### config.mk
export PLATFORM = sky130hd
export DESIGN_NAME = bfsc_top
export DESIGN_NICKNAME = d
export VERILOG_FILES = /design/src/bfsc_pkg.sv /design/src/bfsc_top.sv
export SDC_FILE = /design/constraint.sdc
export NUM_CORES = 1
export LEC_CHECK = 0
export BUFFER_PORTS_ARGS = -buffer_cell sky130_fd_sc_hd__buf_4
export CORE_UTILIZATION = 52
export CTS_BUF_LIST = sky130_fd_sc_hd__clkbuf_4 sky130_fd_sc_hd__clkbuf_8
export CTS_CLUSTER_DIAMETER = 40
export DETAILED_ROUTE_END_ITERATION = 6
export PLACE_DENSITY_LB_ADDON = 0.25
export RECOVER_POWER = 25
export SLEW_MARGIN = 20
export SYNTH_ARGS = -nofsm -noshare
export SYNTH_HDL_FRONTEND = slang
export SYNTH_SLANG_ARGS = --single-unit
### constraint.sdc
create_clock -name CORE_CLK_I -period 6.2 [get_ports CORE_CLK_I]
set_input_delay 1.55 -clock CORE_CLK_I [delete_from_list [all_inputs] [get_ports CORE_CLK_I]]
set_output_delay 1.55 -clock CORE_CLK_I [all_outputs]
set_load 0.02 [all_outputs]
### src/bfsc_pkg.sv
// Constants for the buck fault supervisor and start-up configuration block.
// Assumes a 200 MHz core clock; analog comparators arrive as digital flags.
// Function
// Bias lockout: off below low, on above high
// Output undervoltage tri-states every phase output
// Undervoltage waits hiccup delay, restarts, repeats
// Tracking overvoltage: ready low, phases forced low
// During target change use fixed overvoltage level
// Fixed overvoltage latched until enable/bias cycle
// Pre-bias overvoltage latched until bias cycle
// Valley limit withholds phase on-pulse
// Monitor overcurrent above limit: hiccup until clear
// Over-temperature off, restart 15 degrees lower
// Warning temperature drives warning pin low
// Warning setting only bus-written, never stored
// Severe fault pin low on listed faults
// Tied sense input sets phase count 1-4
// Config source pin selects straps or memory
// Bus address always from address strap
// Config latched at 3.3 V rail power-up
// Frequency: strap 3-bit in 6:4, memory 4-bit
// Boot code: seven strap bits plus address LSB
// Regulate to boot code until command changes
// Mode strap decodes into four mode selections
// Mode bits 7, 6, 4, 3 as listed
// Address strap: 4-bit address, rise rate, LSB
// Flags synchronous; hiccup delay counted in cycles
// Soft clear leaves overvoltage latches alone
`default_nettype none
package bfsc_pkg;
  // ----------------------------------------------------------------
  // Timing
  // ----------------------------------------------------------------
  localparam int CLK_MHZ = 200;            // Core clock rate
  localparam int HICCUP_MS = 22;           // Hiccup delay
  localparam int HICCUP_CYC = HICCUP_MS * 1000 * CLK_MHZ;
  localparam int HICCUP_W = 23;            // Hiccup counter width
  // ----------------------------------------------------------------
  // Register offsets
  // ----------------------------------------------------------------
  localparam logic [3:0] A_CTRL = 4'h0;    // W bit0: soft clear
  localparam logic [3:0] A_STATUS = 4'h1;  // Fault and state view
  localparam logic [3:0] A_VOUT = 4'h2;    // Output voltage command
  localparam logic [3:0] A_BOOT = 4'h3;    // Boot code
  localparam logic [3:0] A_MODE = 4'h4;    // Mode bits
  localparam logic [3:0] A_FREQ = 4'h5;    // Frequency config field
  localparam logic [3:0] A_OCLIM = 4'h6;   // Overcurrent fault limit
  localparam logic [3:0] A_OTTHR = 4'h7;   // Over-temperature threshold
  localparam logic [3:0] A_WARN = 4'h8;    // Warning temperature
  localparam logic [3:0] A_PHADDR = 4'h9;  // Phase count, bus address
  localparam logic [3:0] A_RISE = 4'hA;    // Soft-start rise rate
  // ----------------------------------------------------------------
  // Fields and reset values
  // ----------------------------------------------------------------
  localparam int MODE_DAC = 7;             // DAC mode select
  localparam int MODE_PAIR = 6;            // Paired interleaving
  localparam int MODE_SHED = 4;            // Dynamic phase add/drop
  localparam int MODE_ZLL = 3;             // Zero load-line
  localparam int FREQ_LSB = 4;             // Frequency code position
  localparam logic [7:0] OT_THR_RST = 8'h7D;   // 125 degrees
  localparam logic [7:0] WARN_RST = 8'h6E;     // 110 degrees
  localparam logic [8:0] OT_HYST = 9'h00F;     // 15 degrees
  localparam logic [2:0] PH_MAX = 3'h4;        // Phases when none tied
  // ----------------------------------------------------------------
  // Per-phase output codes
  // ----------------------------------------------------------------
  localparam logic [1:0] PWM_RUN = 2'h0;   // Normal switching
  localparam logic [1:0] PWM_TRI = 2'h1;   // Both switches off
  localparam logic [1:0] PWM_LOW = 2'h2;   // Low side on
  localparam logic [1:0] PWM_HOLD = 2'h3;  // Next on-pulse withheld
  // Supervisor states
  typedef enum logic [1:0] {ST_OFF, ST_RUN, ST_HICCUP, ST_OTP} bfsc_st_t;
endpackage
`default_nettype wire

### src/bfsc_top.sv
// Fault supervisor and start-up configuration for a 4-phase buck control.
// Assumes all flag and code inputs are synchronous to CORE_CLK_I.
`timescale 1ns/1ps
`default_nettype none
module bfsc_top #(
  parameter int HICCUP_CYCLES = bfsc_pkg::HICCUP_CYC,  // Hiccup delay
  parameter int PHASES = 4                             // Phase outputs
) (
  input wire logic CORE_CLK_I,
  input wire logic RST_B_I,
  // Register port
  input wire logic [3:0] ADDR_I,
  input wire logic [7:0] WR_DATA_I,
  input wire logic WR_I,
  input wire logic RD_I,
  output logic [7:0] RD_DATA_O,
  // Supply and enable flags
  input wire logic BIAS_LOW_I,
  input wire logic BIAS_HIGH_I,
  input wire logic INPUT_SUPPLY_OK_I,
  input wire logic ENABLE_I,
  // Output voltage comparator flags
  input wire logic TRACK_UV_I,
  input wire logic TRACK_OV_M0_I,
  input wire logic TRACK_OV_M1_I,
  input wire logic FIXED_OV_M0_I,
  input wire logic FIXED_OV_M1_I,
  input wire logic DAC_CHANGING_I,
  input wire logic PREBIAS_OV_I,
  // Current and temperature
  input wire logic [3:0] VALLEY_OVER_I,
  input wire logic [7:0] CURRENT_MONITOR_I,
  input wire logic INPUT_OC_I,
  input wire logic [7:0] TEMPERATURE_I,
  input wire logic STAGE_FAULT_I,
  // Start-up configuration
  input wire logic AUX_3V3_UP_I,
  input wire logic PHASE_TWO_TIED_I,
  input wire logic PHASE_THREE_TIED_I,
  input wire logic PHASE_FOUR_TIED_I,
  input wire logic CONFIG_SOURCE_STRAP_I,
  input wire logic [6:0] BOOT_STRAP_I,
  input wire logic [3:0] ADDR_VOLT_CODE_I,
  input wire logic [2:0] ADDR_RES_CODE_I,
  input wire logic [3:0] MODE_STRAP_I,
  input wire logic [2:0] FREQ_STRAP_I,
  input wire logic [7:0] IMAX_CODE_I,
  input wire logic [7:0] NVM_BOOT_I,
  input wire logic [7:0] NVM_MODE_I,
  input wire logic [3:0] NVM_FREQ_I,
  input wire logic [1:0] NVM_RISE_I,
  // Outputs
  output logic [7:0] PWM_STATE_O,
  output logic REGULATOR_READY_O,
  output logic THERMAL_WARNING_N_O,
  output logic SEVERE_FAULT_N_O,
  output logic [7:0] TARGET_CODE_O,
  output logic [3:0] PMBUS_ADDR_O,
  output logic [2:0] PHASE_COUNT_O,
  output logic [7:0] MODE_BITS_O,
  output logic [7:0] FREQ_FIELD_O,
  output logic [1:0] RISE_RATE_O
);
  import bfsc_pkg::*;

  // Elaboration check on parameters
  if (HICCUP_CYCLES < 2 || HICCUP_CYCLES >= (1 << HICCUP_W) || PHASES != 4)
  begin : g_bad_param
    $error("bfsc_top: unsupported parameter value");
  end

  localparam logic [HICCUP_W-1:0] HIC_LAST = HICCUP_W'(HICCUP_CYCLES - 1);

  // ----------------------------------------------------------------
  // Internal state
  // ----------------------------------------------------------------
  bfsc_st_t state;                  // Supervisor state
  logic bias_ok;                    // Bias above lockout
  logic ov_latch;                   // Fixed overvoltage latch
  logic pb_latch;                   // Pre-bias overvoltage latch
  logic [HICCUP_W-1:0] hic_cnt;     // Hiccup delay counter
  logic aux_q;                      // Rail level last cycle
  logic soft_clr;                   // Soft clear pulse
  logic [7:0] oc_limit;             // Overcurrent fault limit
  logic [7:0] ot_thr;               // Over-temperature threshold
  logic [7:0] warn_temp;            // Warning temperature
  logic [7:0] boot_code;            // Latched boot code

  // ----------------------------------------------------------------
  // Combinational decode
  // ----------------------------------------------------------------
  logic run_ok, cfg_load, wr_hit, track_hit, fixed_hit, ov_now;
  logic oc_hit, ot_hit, ot_cool;
  assign run_ok = bias_ok && INPUT_SUPPLY_OK_I && ENABLE_I;
  assign cfg_load = AUX_3V3_UP_I && !aux_q;
  assign wr_hit = WR_I && !RD_I;
  // Tracking compare blanked while target moves
  assign track_hit = !DAC_CHANGING_I &&
    (MODE_BITS_O[MODE_DAC] ? TRACK_OV_M1_I : TRACK_OV_M0_I);
  assign fixed_hit = DAC_CHANGING_I &&
    (MODE_BITS_O[MODE_DAC] ? FIXED_OV_M1_I : FIXED_OV_M0_I);
  assign ov_now = track_hit || fixed_hit || ov_latch || pb_latch;
  assign oc_hit = CURRENT_MONITOR_I > oc_limit;
  assign ot_hit = TEMPERATURE_I > ot_thr;
  assign ot_cool = ({1'b0, TEMPERATURE_I} + OT_HYST) <= {1'b0, ot_thr};

  // Strap mode code to mode field
  function automatic logic [7:0] mode_field(input logic [3:0] c);
    logic [7:0] m;
    m = 8'h00;
    m[MODE_DAC] = c[3];
    m[MODE_PAIR] = c[2];
    m[MODE_SHED] = c[1];
    m[MODE_ZLL] = c[0];
    return m;
  endfunction

  // Saturating 1.25 times maximum current
  function automatic logic [7:0] oc_default(input logic [7:0] imax);
    logic [9:0] s;
    s = {2'b00, imax} + {4'h0, imax[7:2]};
    return (s > 10'h0FF) ? 8'hFF : s[7:0];
  endfunction

  // ----------------------------------------------------------------
  // Bias lockout with hysteresis
  // ----------------------------------------------------------------
  always_ff @(posedge CORE_CLK_I or negedge RST_B_I) begin
    if (!RST_B_I) begin
      bias_ok <= 1'b0;
    end else if (BIAS_LOW_I) begin
      bias_ok <= 1'b0;
    end else if (BIAS_HIGH_I) begin
      bias_ok <= 1'b1;
    end
  end

  // ----------------------------------------------------------------
  // Overvoltage latches
  // ----------------------------------------------------------------
  // Fixed latch: set wins, cleared by enable or bias cycle
  always_ff @(posedge CORE_CLK_I or negedge RST_B_I) begin
    if (!RST_B_I) begin
      ov_latch <= 1'b0;
    end else if (fixed_hit) begin
      ov_latch <= 1'b1;
    end else if (!ENABLE_I || !bias_ok) begin
      ov_latch <= 1'b0;
    end
  end

  // Pre-bias latch: only a bias cycle clears it
  always_ff @(posedge CORE_CLK_I or negedge RST_B_I) begin
    if (!RST_B_I) begin
      pb_latch <= 1'b0;
    end else if (!ENABLE_I && PREBIAS_OV_I) begin
      pb_latch <= 1'b1;
    end else if (!bias_ok) begin
      pb_latch <= 1'b0;
    end
  end

  // ----------------------------------------------------------------
  // Supervisor state machine and hiccup counter
  // ----------------------------------------------------------------
  always_ff @(posedge CORE_CLK_I or negedge RST_B_I) begin
    if (!RST_B_I) begin
      state <= ST_OFF;
      hic_cnt <= '0;
    end else if (!run_ok || soft_clr) begin
      state <= ST_OFF;
      hic_cnt <= '0;
    end else begin
      case (state)
        ST_OFF: begin
          state <= ST_RUN;
        end
        ST_RUN: begin
          hic_cnt <= '0;
          if (ot_hit) begin
            state <= ST_OTP;
          end else if (oc_hit || TRACK_UV_I) begin
            state <= ST_HICCUP;
          end
        end
        ST_HICCUP: begin
          if (hic_cnt != HIC_LAST) begin
            hic_cnt <= hic_cnt + 1'b1;
          end else if (oc_hit) begin
            hic_cnt <= '0;  // Stay off while overcurrent persists
          end else begin
            state <= ST_RUN;  // Restart, may fault again
          end
        end
        ST_OTP: begin
          if (ot_cool) begin
            state <= ST_RUN;
          end
        end
        default: begin
          state <= ST_OFF;
        end
      endcase
    end
  end

  // ----------------------------------------------------------------
  // Per-phase output control
  // ----------------------------------------------------------------
  genvar gi;
  generate
    for (gi = 0; gi < PHASES; gi++) begin : g_phase
      always_ff @(posedge CORE_CLK_I or negedge RST_B_I) begin
        if (!RST_B_I) begin
          PWM_STATE_O[2*gi +: 2] <= PWM_TRI;
        end else if (ov_now) begin
          PWM_STATE_O[2*gi +: 2] <= PWM_LOW;
        end else if (state != ST_RUN || STAGE_FAULT_I ||
                     3'(gi) >= PHASE_COUNT_O) begin
          PWM_STATE_O[2*gi +: 2] <= PWM_TRI;
        end else if (VALLEY_OVER_I[gi]) begin
          PWM_STATE_O[2*gi +: 2] <= PWM_HOLD;
        end else begin
          PWM_STATE_O[2*gi +: 2] <= PWM_RUN;
        end
      end
    end
  endgenerate

  // ----------------------------------------------------------------
  // Indication pins
  // ----------------------------------------------------------------
  always_ff @(posedge CORE_CLK_I or negedge RST_B_I) begin
    if (!RST_B_I) begin
      REGULATOR_READY_O <= 1'b0;
      THERMAL_WARNING_N_O <= 1'b1;
      SEVERE_FAULT_N_O <= 1'b1;
    end else begin
      REGULATOR_READY_O <= !ov_now && state == ST_RUN;
      THERMAL_WARNING_N_O <= !(TEMPERATURE_I > warn_temp);
      SEVERE_FAULT_N_O <= !(INPUT_OC_I || ot_hit || state == ST_OTP ||
                            ov_now || STAGE_FAULT_I);
    end
  end

  // ----------------------------------------------------------------
  // Start-up configuration latch
  // ----------------------------------------------------------------
  always_ff @(posedge CORE_CLK_I or negedge RST_B_I) begin
    if (!RST_B_I) begin
      aux_q <= 1'b0;
    end else begin
      aux_q <= AUX_3V3_UP_I;
    end
  end

  // Address and phase count always come from pins
  always_ff @(posedge CORE_CLK_I or negedge RST_B_I) begin
    if (!RST_B_I) begin
      PMBUS_ADDR_O <= 4'h0;
      PHASE_COUNT_O <= PH_MAX;
    end else if (cfg_load) begin
      PMBUS_ADDR_O <= ADDR_VOLT_CODE_I;
      if (PHASE_TWO_TIED_I) begin
        PHASE_COUNT_O <= 3'h1;
      end else if (PHASE_THREE_TIED_I) begin
        PHASE_COUNT_O <= 3'h2;
      end else if (PHASE_FOUR_TIED_I) begin
        PHASE_COUNT_O <= 3'h3;
      end else begin
        PHASE_COUNT_O <= PH_MAX;
      end
    end
  end

  // Selectable values: latched at power-up, rewritable afterwards
  always_ff @(posedge CORE_CLK_I or negedge RST_B_I) begin
    if (!RST_B_I) begin
      boot_code <= 8'h00;
      MODE_BITS_O <= 8'h00;
      FREQ_FIELD_O <= 8'h00;
      RISE_RATE_O <= 2'h0;
      oc_limit <= 8'hFF;
    end else if (cfg_load) begin
      oc_limit <= oc_default(IMAX_CODE_I);
      if (CONFIG_SOURCE_STRAP_I) begin
        boot_code <= {BOOT_STRAP_I, ADDR_RES_CODE_I[0]};
        MODE_BITS_O <= mode_field(MODE_STRAP_I);
        FREQ_FIELD_O <= {1'b0, FREQ_STRAP_I, 4'h0};
        RISE_RATE_O <= ADDR_RES_CODE_I[2:1];
      end else begin
        boot_code <= NVM_BOOT_I;
        MODE_BITS_O <= NVM_MODE_I;
        FREQ_FIELD_O <= {NVM_FREQ_I, 4'h0};
        RISE_RATE_O <= NVM_RISE_I;
      end
    end else if (wr_hit) begin
      case (ADDR_I)
        A_BOOT: boot_code <= WR_DATA_I;
        A_MODE: MODE_BITS_O <= WR_DATA_I;
        A_FREQ: FREQ_FIELD_O <= WR_DATA_I;
        A_RISE: RISE_RATE_O <= WR_DATA_I[1:0];
        A_OCLIM: oc_limit <= WR_DATA_I;
        default: begin
        end
      endcase
    end
  end

  // Thresholds set only through the register port
  always_ff @(posedge CORE_CLK_I or negedge RST_B_I) begin
    if (!RST_B_I) begin
      ot_thr <= OT_THR_RST;
      warn_temp <= WARN_RST;
    end else if (wr_hit && ADDR_I == A_OTTHR) begin
      ot_thr <= WR_DATA_I;
    end else if (wr_hit && ADDR_I == A_WARN) begin
      warn_temp <= WR_DATA_I;
    end
  end

  // Regulation target: boot code at start, then command
  always_ff @(posedge CORE_CLK_I or negedge RST_B_I) begin
    if (!RST_B_I) begin
      TARGET_CODE_O <= 8'h00;
    end else if (state != ST_RUN) begin
      TARGET_CODE_O <= boot_code;
    end else if (wr_hit && ADDR_I == A_VOUT) begin
      TARGET_CODE_O <= WR_DATA_I;
    end
  end

  // ----------------------------------------------------------------
  // Register port: soft clear and read data
  // ----------------------------------------------------------------
  always_ff @(posedge CORE_CLK_I or negedge RST_B_I) begin
    if (!RST_B_I) begin
      soft_clr <= 1'b0;
    end else begin
      soft_clr <= wr_hit && ADDR_I == A_CTRL && WR_DATA_I[0];
    end
  end

  always_ff @(posedge CORE_CLK_I or negedge RST_B_I) begin
    if (!RST_B_I) begin
      RD_DATA_O <= 8'h00;
    end else if (RD_I) begin
      case (ADDR_I)
        A_STATUS: RD_DATA_O <= {ov_latch, pb_latch, oc_hit, ot_hit,
                                bias_ok, run_ok, state};
        A_VOUT: RD_DATA_O <= TARGET_CODE_O;
        A_BOOT: RD_DATA_O <= boot_code;
        A_MODE: RD_DATA_O <= MODE_BITS_O;
        A_FREQ: RD_DATA_O <= FREQ_FIELD_O;
        A_OCLIM: RD_DATA_O <= oc_limit;
        A_OTTHR: RD_DATA_O <= ot_thr;
        A_WARN: RD_DATA_O <= warn_temp;
        A_PHADDR: RD_DATA_O <= {1'b0, PHASE_COUNT_O, PMBUS_ADDR_O};
        A_RISE: RD_DATA_O <= {6'h00, RISE_RATE_O};
        default: RD_DATA_O <= 8'h00;
      endcase
    end else begin
      RD_DATA_O <= 8'h00;
    end
  end
endmodule
`default_nettype wire

[Yosys cells after proc, flatten, opt, wreduce, memory -nomap -nowiden]
Cells that the tools add are included.
Word-level totals
  flip-flop bits (word level): 114
  bits in latches: 0
  memory bits (writable): 0
  bits in read-only memories: 0
  bits of input ports: 105
  output and inout port bits: 52
  word-level logic and storage cells: 174
  memories: 0
Operators by class
  add/subtract/negate cells: 3
  $mul: 0
  div/mod/pow operators: 0
  $lt $le $gt $ge: 9
  equal/unequal tests: 21
  shifts and indexed selects: 0
  mux-type cells: 58
  bitwise logic cells: 1
  reductions and logical operators: 57
Operators by type and width (count)
  two-way mux 8 bit: 19
  case mux 8 bit (10 select lines): 1
  two-way mux 23 bit: 3
  case mux 23 bit (2 select lines): 1
  two-way mux 2 bit: 22
  > comparator 8 bit: 3
  adder 23 x 1 -> 23 bit (second input constant): 1
  != test 23 bit (second input constant): 1
  nonzero test 2 bit: 9
  == test 4 x 3 -> 1 bit (second input constant): 4
  logical OR 1 bit: 15
  AND reduction 2 bit: 7
  logical AND 1 bit: 13
  == test 4 bit (second input constant): 3
  adder 8 x 4 -> 9 bit (second input constant): 1
  adder 8 x 6 -> 9 bit: 1
  > comparator 9 x 8 -> 1 bit (second input constant): 1
  less-or-equal comparator 9 x 8 -> 1 bit: 1
  zero test 1 bit: 9
  two-way mux 3 bit: 3
  != test 3 bit (second input constant): 3
  == test 4 x 2 -> 1 bit (second input constant): 2
  two-way mux 1 bit: 8
  != test 4 bit (second input constant): 2
  12 further kinds: 16

[Depth between registers and ports, before layout]
Gate-level depths: netlist (run 1).
  depth in word-level cells: 8
  depth in mapped cells: 12
  depth with buffers taken out: 12

[Worst setup path after synthesis (run 1)]
No wires, ideal clock.
  path type: input to register
  from: input port TEMPERATURE_I[0]
  to: register state[1]
  setup time: 0.143 ns
  arrival time: 3.227 ns
  data required time: 6.057 ns
  path slack: 2.831 ns
  cell stages on the path: 12
  path buffers: 0
  path through: inv_1 ha_1 nand2_1 nand3_1 xnor2_1 ha_1 nand4_1 a21oi_1 o31a_1 o22a_1 o211ai_1 a31oi_1
On the way
  word-level cells in the longest chain between the ends: 4
  elaborated cells on any way between the ends: 9
  those cells by class: 1 x add/sub; 2 x order compare; 2 x eq/ne; 3 x mux; 1 x reduce/logical
RTL lines
  from (decl): line bfsc_top.sv:34  | input wire logic [7:0] TEMPERATURE_I,
  adder 8 x 4 -> 9 bit or > comparator 8 bit (tied branches): line bfsc_top.sv:105, bfsc_top.sv:104
  less-or-equal comparator 9 x 8 -> 1 bit or two-way mux 2 bit (tied branches): line bfsc_top.sv:105, bfsc_top.sv:180
  != test 3 bit (no source line) or case mux 2 bit (4 select lines) (tied branches)
  AND reduction 4 bit (no source line) or two-way mux 2 bit (tied branches)
  to (signal assigned): line bfsc_top.sv:168  | state <= ST_OFF;
  to (signal assigned): line bfsc_top.sv:171  | state <= ST_OFF;
  to (signal assigned): line bfsc_top.sv:176  | state <= ST_RUN;
  to (decl): line bfsc_top.sv:77  | bfsc_st_t state;
Several ways; a longest one is shown, not always the timed one.
A chain may end at the register's enable or synchronous reset.

[Worst setup path after layout (run 1)]
  from: input port AUX_3V3_UP_I
  to: register boot_code[7]
On the way
  word-level cells in the longest chain between the ends: 3
  elaborated cells on any way between the ends: 5
  those cells by class: 1 x mux; 4 x reduce/logical
RTL lines
  from (decl): line bfsc_top.sv:37  | input wire logic AUX_3V3_UP_I,
  logical AND 1 bit *: line bfsc_top.sv:95  | assign cfg_load = AUX_3V3_UP_I && !aux_q;
  nonzero test 2 bit (no source line)
  AND reduction 2 bit (no source line)
  to (signal assigned): line bfsc_top.sv:287  | boot_code <= {BOOT_STRAP_I, ADDR_RES_CODE_I[0]};
  to (decl): line bfsc_top.sv:87  | logic [7:0] boot_code;
Every way passes the cells marked *; elsewhere a longest branch is shown, timed or not.

==> results by group, run 1 <==
Job
  – Max Cap Viol: 2

Clocking
  – Clk_lat worst skew: between 0.4 and 0.5 ns
  – Clock slew at reported path FFs: around 0.070 ns
  – Clk buf depth: 2
  – TritonCTS clock tree: yes
  – H-tree Lvls: 4
  – Post_cts resized: 0
  – Post-CTS Setup Repair Bufs: 0
  – Num CTS Buffers: 17
  – Clk root buf: clkbuf_8
  – CTS Sinks: 114
  – Post-cts hold buffer count: 0

Pwr
  – VDD IR max: approximately 0.14 mV
  – Sw Ratio: roughly 32%
  – P_sw: 0.703 mW
  – Clk network pwr share: between 30% and 40%
  – Pwr dens: about 250 nW/um^2
  – Internal Power: around 1.5 mW
  – Sequential Power Share: 43.0%
  – Leakage: around 4 nW
  – Combinational power share: 25.2%
  – Total chip power: between 2 and 2.5 mW

STA
  – Peak Freq: around 290 MHz
  – Worst-margin pin slew: around 2.0 ns
  – Worst slew margin: -31.2%
  – Setup violations, final: 0
  – Worst Setup Slack, final: approximately 2.8 ns
  – Max Slew Vio Count: 74
  – Setup repair after global routing missed its margin: no
  – Final Skew: between 0.008 and 0.009 ns
  – Setup TNS: 0 ns
  – Final hold vios: 0
  – Worst hold margin: between 0.5 and 0.6 ns
  – Tcrit/Tclk final: a little over half
  – Min Clock Period, post-route: 3.39 ns

Synthesis
  – Top FF cell, synth: dfrtp_1
  – Post-Syn Area: around 7100 um^2
  – Synth Instances: slightly below 800
  – Unique masters post-synth: 66
  – Post-synth EDFFs: 0
  – Avg Inst Size Synth: between 9 and 10 um^2
  – Seq cells post-synth: roughly 110
  – Synthesized net count: 926
  – Yosys warns: 0
  – Asr flop ratio synth: 100%
  – Sequential share of the synthesized area: between 40% and 50%

Layout
  – Layout cell share with drive strength beyond 1: around 25%
  – P&R area growth vs syn: 23.9%
  – Finished Layout Cells: approximately 1.1k
  – Final Instance Area: slightly below 9000 um^2
  – Fin util: between 60% and 70%
  – NumNets Final: ~1.1k
  – Max reg flops: 23
  – Fill count: about 1.2k
  – Sequential cell area: between 2000 and 3000 um^2
  – Reg with most FFs: hic_cnt
  – Area occupied by multi-input gates: 3950 um^2
  – ANT cells: 0

Critical path
  – CP Class: input pin to flop
  – Crit-path leading delay family: buffers and inverters
  – Arrival time worst endpoint: approximately 3.8 ns
  – Critical path fanouts, max: 27
  – Crit path top cell by count: clkbuf_1
  – CP max stage delay: about 1.1 ns
  – Worst Path Buf+Inv: 2
  – Worst path slowest cell: clkbuf_1
  – Crit path required time: between 6 and 7 ns
  – Crit path cell chain: clkbuf_1 -> nor2b_2 -> clkbuf_1 -> a21oi_2 -> a211oi_1 -> a21o_1
  – Endpoint class of the critical path: flop
  – Crit path launch type: input pin

Floorplanning
  – Rows: 42
  – Die Span Y: approximately 120 um
  – Core area: 13300 um^2
  – Die width: 119 um
  – DIE AREA: 14100 um^2
  – Starting density of the core: 53.4%
  – I/O pin cnt: 157

Route
  – DRT iter0 DRCs: between 500 and 600
  – Detailed-route via count: between 6k and 7k
  – Total wire length: just over 20 mm
  – DRT antenna net count: 0
  – Pre-antenna DRT Iters: 5
  – Drt drc: 0
  – Vias per cell: around 5.9
  – Wirelength per Cell: around 18 um

Placed design
  – Pre-CTS setup slack: 2.57 ns
  – Placed cell count: roughly 1.1k
  – Port bufs: between 150 and 200
  – Dpl cell area: about 8400 um^2
  – Gpl congestion: between 0.9 and 1
  – HPWL Detailed: about 16 mm

Hold path
  – HP Class: flop to flop

Global routing
  – Largest net degree at the start of global routing: 62
  – First-pass GRT wire length: about 33 mm
  – Vias in the first global route: 6228
  – Total GRT Usage: 30.8%
  – GR Overflow Total: 0
  – Initial antenna violation count: 0

Run status
  – Status: finished, violations left
  – Violated checks: max-capacitance violations, max-slew violations
-- power groups by stage --
stage	logic (mW)	registers [mW]	clock network, mW
after floorplan	0.282	0.961	0
after CTS	0.555	0.940	0.705
after global placement	0.538	0.950	0
after detailed placement	0.550	0.952	0
final	0.554	0.943	0.697
after global routing	0.611	0.950	0.737
-- per-layer routing --
metal	wire length [um]	global-route usage, %
met1	8650	40.9
met2	9480	47.8
met3	1860	8.72
met4	560	11.7
met5	0	0
-- final cells by class --
type	count	area share [%]
Multi-Input combinational cell	593	44.9
Sequential cell	114	32.8
Timing Repair Buffer	160	13.5
Clock buffer	22	3.30
Tap cell	176	2.50
Inverter	41	1.75
Clock inverter	10	1.22
-- worst reg2reg max path: stages (launching register included) --
cell      delay [ns]
dfrtp_1         0.39
nor2b_2         0.10
clkbuf_1        1.11
a21oi_2         0.36
a211oi_1        0.37
a21o_1          0.12
-- final timing paths --
check | from | endpoint | slack [ns] | cells after the start
setup reg to reg | aux_q | boot_code[7] | 3.69 | 5
min in group asynchronous | RST_B_I | PWM_STATE_O[3] | 1.16 | 1
hold / removal | boot_code[6] | boot_code[6] | 0.53 | 1
max in group asynchronous | RST_B_I | MODE_BITS_O[0] | 3.87 | 2
hold reg to reg | boot_code[6] | boot_code[6] | 0.53 | 1
setup / recovery | AUX_3V3_UP_I | boot_code[7] | 2.81 | 6
-- cell usage after synthesis (3+ instances only) --
library cell  count  area, um^2
o21ai_0          53         265
dfrtp_1          88        2200
nor3_1           16        80.1
nand2_1          77         289
a21oi_1          49         245
o21ai_1           6        30.0
nand3_1          28         140
ha_1             40         500
a221oi_1          5        43.8
xor2_1            3        26.3
o22ai_1           3        18.8
inv_1            41         154
mux2i_1          48         480
nor4_1            3        18.8
o211ai_1          4        30.0
mux2_2           12         135
clkbuf_1         26        97.6
a31o_2            3        26.3
buf_1             4        15.0
xnor2_1          16         140
o21a_1            3        22.5
nor2_1           70         263
a22oi_1          11        82.6
a22o_1            4        35.0
a31oi_1           7        43.8
nor3b_1           6        45.0
a32o_1            4        40.0
a21o_1           12        90.1
o31ai_1           5        37.5
nand2b_1          7        43.8
a211oi_1         18         135
nand4_1          16         100
dfstp_2          26         683
nor2b_1          19         119
o21bai_1          4        30.0
-- cell usage in the layout (no fill, tap or decap), types with 12 or more instances in the layout --
cell        n
nand3_1    28
mux2i_1    48
ha_1       40
a21oi_1    47
a211oi_1   18
dfrtp_1    88
buf_4     154
dfstp_2    26
nand4_1    16
mux2_2     12
o21ai_0    53
nand2_1    77
nor3_1     16
a21o_1     12
xnor2_1    16
nor2b_1    18
clkbuf_8   20
inv_1      41
nor2_1     70
-- cell families (layout without fill, tap and decap cells) --
family / after synthesis / count (layout) / share of synthesized area [%]
compound gates: 212 / 212 / 19.4
xor+xnor: 19 / 19 / 2.34
fa+ha+maj: 41 / 41 / 7.33
buf+inv: 73 / 233 / 3.90
flops: 114 / 114 / 40.7
mux: 60 / 60 / 8.67
simple gates: 261 / 261 / 17.7
(Power assumes the default switching activity.)
==> run 2, diff against run 1 <==
- ABC_AREA: default -> 1
- clock period: 6.2 -> 3.55 ns (I/O delays scaled with it)
==> run 2 against run 1 <==
Against the previous run:
- critical endpoint is now FREQ_FIELD_O[4]
- global-route usage is 1.8 points higher
- critical path depth grew 1
- cell count grew 18%
- flip-flop and latch count unchanged
- first-iteration DRC count up 42%
- setup slack worse by 2.0 ns
- highest routed layer unchanged
- combinational power grew 77%
- the run now ends clean
==> results by group, run 2 <==
Critical path
  – CP Class: input pin to flop (unchanged)
  – Arrival time worst endpoint: 3.05 ns (was 3.78 ns)
  – Crit path launch type: input pin (unchanged)
  – Reg2reg start: aux_q (unchanged)
  – Critical path startpoint: AUX_3V3_UP_I (unchanged)
  – Critical path fanouts, max: 34 (was 27)
  – Endpoint class of the critical path: flop (unchanged)
  – Crit path required time: 3.88 ns (was 6.59 ns)
  – Flop2flop setup slack: 0.99 ns (was 3.69 ns)

Clocking
  – Clk_lat worst skew: 0.46 ns (was 0.45 ns)
  – CTS Sinks: 114 (unchanged)
  – Clock slew at reported path FFs: 0.07 ns (about the same)
  – Clk root buf: clkbuf_8 (unchanged)
  – Post-CTS Setup Repair Bufs: 0 (unchanged)
  – Num CTS Buffers: 17 (unchanged)
  – Post_cts resized: 0 (unchanged)
  – Clk buf depth: 2 (unchanged)
  – H-tree Lvls: 4 (unchanged)
  – TritonCTS clock tree: yes (unchanged)
  – Post-cts hold buffer count: 0 (unchanged)

Placed design
  – Dpl cell area: 8620 um^2 (was 8400 um^2)
  – Gpl congestion: 0.989 (was 0.957)
  – Port bufs: 156 (unchanged)
  – Pre-CTS setup slack: 0.679 ns (was 2.57 ns)
  – HPWL Detailed: 17.4 mm (was 15.6 mm)

Route
  – Wirelength per Cell: 17.1 um (was 18.4 um)
  – DRT iter0 DRCs: 816 (was 573)
  – Total wire length: 22.5 mm (was 20.6 mm)
  – Drt drc: 0 (unchanged)
  – DRT antenna net count: 0 (unchanged)
  – Detailed-route via count: 7279 (was 6603)
  – Vias per cell: 5.53 (was 5.92)
  – Pre-antenna DRT Iters: 6 (was 5)

STA
  – Setup violations, final: 0 (unchanged)
  – Min Clock Period, post-route: roughly 2.7 ns
  – Worst hold margin: 0.490 ns (was 0.526 ns)
  – Worst slew margin: 4.37% (was -31.2%)
  – Setup TNS: 0 ns (unchanged)
  – Worst Setup Slack, final: 0.829 ns (was 2.81 ns)
  – Peak Freq: about 370 MHz
  – Max Slew Vio Count: 0 (was 74)
  – Worst-margin pin slew: 1.43 ns (was 1.97 ns)
  – Tcrit/Tclk final: between 70% and 80%
  – Final hold vios: 0 (unchanged)
  – Setup repair after global routing missed its margin: no (unchanged)
  – Final Skew: 0.0173 ns (was 0.00849 ns)

Hold path
  – HP Class: flop to flop (unchanged)
  – Hold_sp: warn_temp[1] (was boot_code[6])

Layout
  – Reg with most FFs: hic_cnt (unchanged)
  – Most frequent cells in the layout: 219 x nand2_1, 153 x buf_4, 138 x inv_1 (was 154 x buf_4, 88 x dfrtp_1, 77 x nand2_1)
  – NumNets Final: 1273 (was 1073)
  – Most common cell after layout, fill and taps aside: nand2_1 (was buf_4)
  – Max reg flops: 23 (unchanged)
  – P&R area growth vs syn: 23.9% (about the same)
  – ANT cells: 0 (unchanged)
  – Fill count: 1216 (was 1164)
  – Layout cell share with drive strength beyond 1: 21.8% (was 25.4%)
  – Final Instance Area: 9000 um^2 (was 8790 um^2)

Synthesis
  – Post-Syn Area: 7260 um^2 (was 7100 um^2)
  – Cell taking the most area after synthesis: dfrtp_1 (unchanged)
  – Top-count cell post-synth: nand2_1 (was dfrtp_1)
  – Top FF cell, synth: dfrtp_1 (unchanged)
  – Post-synth EDFFs: 0 (unchanged)
  – Yosys warns: 0 (unchanged)
  – Seq cells post-synth: 114 (unchanged)
  – Avg Inst Size Synth: 7.52 um^2 (was 9.10 um^2)
  – Synthesized net count: 1112 (was 926)
  – Asr flop ratio synth: 100% (unchanged)
  – Sequential share of the synthesized area: 39.7% (was 40.7%)
  – Unique masters post-synth: 49 (was 66)
  – Synth top area cells: dfrtp_1 30%, nand2_1 11%, dfstp_2 9.4% (was dfrtp_1 31%, dfstp_2 9.6%, ha_1 7.1%)
  – Synth Instances: 966 (was 780)
  – Top post-synthesis cells by count: 219 x nand2_1, 138 x inv_1, 99 x nor2_1, 91 x o21ai_0, 88 x dfrtp_1 (was 88 x dfrtp_1, 77 x nand2_1, 70 x nor2_1, 53 x o21ai_0, 49 x a21oi_1)
  – Top-area cell type share of the netlist area: 30.3% (was 31.0%)

Floorplanning
  – Core area: 13500 um^2 (was 13300 um^2)
  – Die Span Y: 120 um (was 119 um)
  – Die width: 120 um (was 119 um)
  – Rows: 42 (unchanged)
  – I/O pin cnt: 157 (unchanged)
  – DIE AREA: 14400 um^2 (was 14100 um^2)
  – Starting density of the core: 54.0% (was 53.4%)

Global routing
  – GR Overflow Total: 0 (unchanged)
  – Total GRT Usage: 32.6% (was 30.8%)
  – Initial antenna violation count: 0 (unchanged)
  – Vias in the first global route: 6804 (was 6228)
  – First-pass GRT wire length: 35.6 mm (was 33.2 mm)
  – Largest net degree at the start of global routing: 65 (was 62)

Run status
  – Status: finished clean (was finished, violations left)

Pwr
  – VDD IR max: 0.316 mV (was 0.138 mV)
  – Leakage: 4.44 nW (was 4.06 nW)
  – Total chip power: 3.80 mW (was 2.19 mW)
  – Pwr dens: 422 nW/um^2 (was 250 nW/um^2)

Job
  – Max Cap Viol: 0 (was 2)
run 2: final timing paths:
kind	depth (start not counted)	to
worst max-delay path	7	FREQ_FIELD_O[4]
worst min-delay path	2	warn_temp[1]
worst max register to register	5	FREQ_FIELD_O[4]
worst min register to register	2	warn_temp[1]
max in group asynchronous	2	PHASE_COUNT_O[2]
min in group asynchronous	1	RD_DATA_O[0]
run 2: stage by stage:
step / cells / utilization, %
after floorplan: 966 / -
after global placement: 1284 / 64.1
after detailed placement: 1284 / 64.1
after CTS: 1316 / 67.0
after global routing: 1316 / 66.9
final: 1316 / 66.9
run 2: kinds of logic after synthesis:
logic type               count (synthesis)  share of synthesized area, %
flip-flops                             114                          39.7
AO/OA/AOI/OAI                          207                          16.8
adder cells (fa/ha/maj)                 41                          7.17
AND/OR/NAND/NOR                        414                          24.7
buffers and inverters                  167                          8.84
XOR/XNOR                                23                          2.77
run 2: layout make-up:
cell class,count,area [um^2],share of cell area (%)
repair buffers,161,1210,13.4
multi-input cells,685,3740,41.5
well taps,176,220,2.45
inverters,148,556,6.17
clock inverters,8,77.6,0.862
clock buffers,24,318,3.53
flip-flops and latches,114,2890,32.1
run 2: routing by layer:
metal  part of all wire (%)  global-route usage [%]  wire (um)  vias to the layer above
li1                       -                       -          -                     3536
met1                     44                    44.3       9800                     3358
met2                     45                    49.5      10200                      336
met3                    7.9                    7.36       1780                       49
met4                    3.3                    15.1        739                        0
met5                      0                       0          0                        -
run 2: worst max-delay path, stage by stage:
cell and delay [ns]:
clkbuf_4 0.10, inv_1 0.05, nor2_4 0.08, clkbuf_1 1.04
nor2_1 0.51, inv_1 0.25, o21ai_0 0.11
run 2: where the power goes:
| part | internal (mW) | leakage, nW | total [mW] | switching [mW] |
|---|---|---|---|---|
| clock network | 0.660 | 0.202 | 1.22 | 0.558 |
| registers | 1.48 | 1.40 | 1.60 | 0.117 |
| logic | 0.392 | 2.85 | 0.983 | 0.591 |
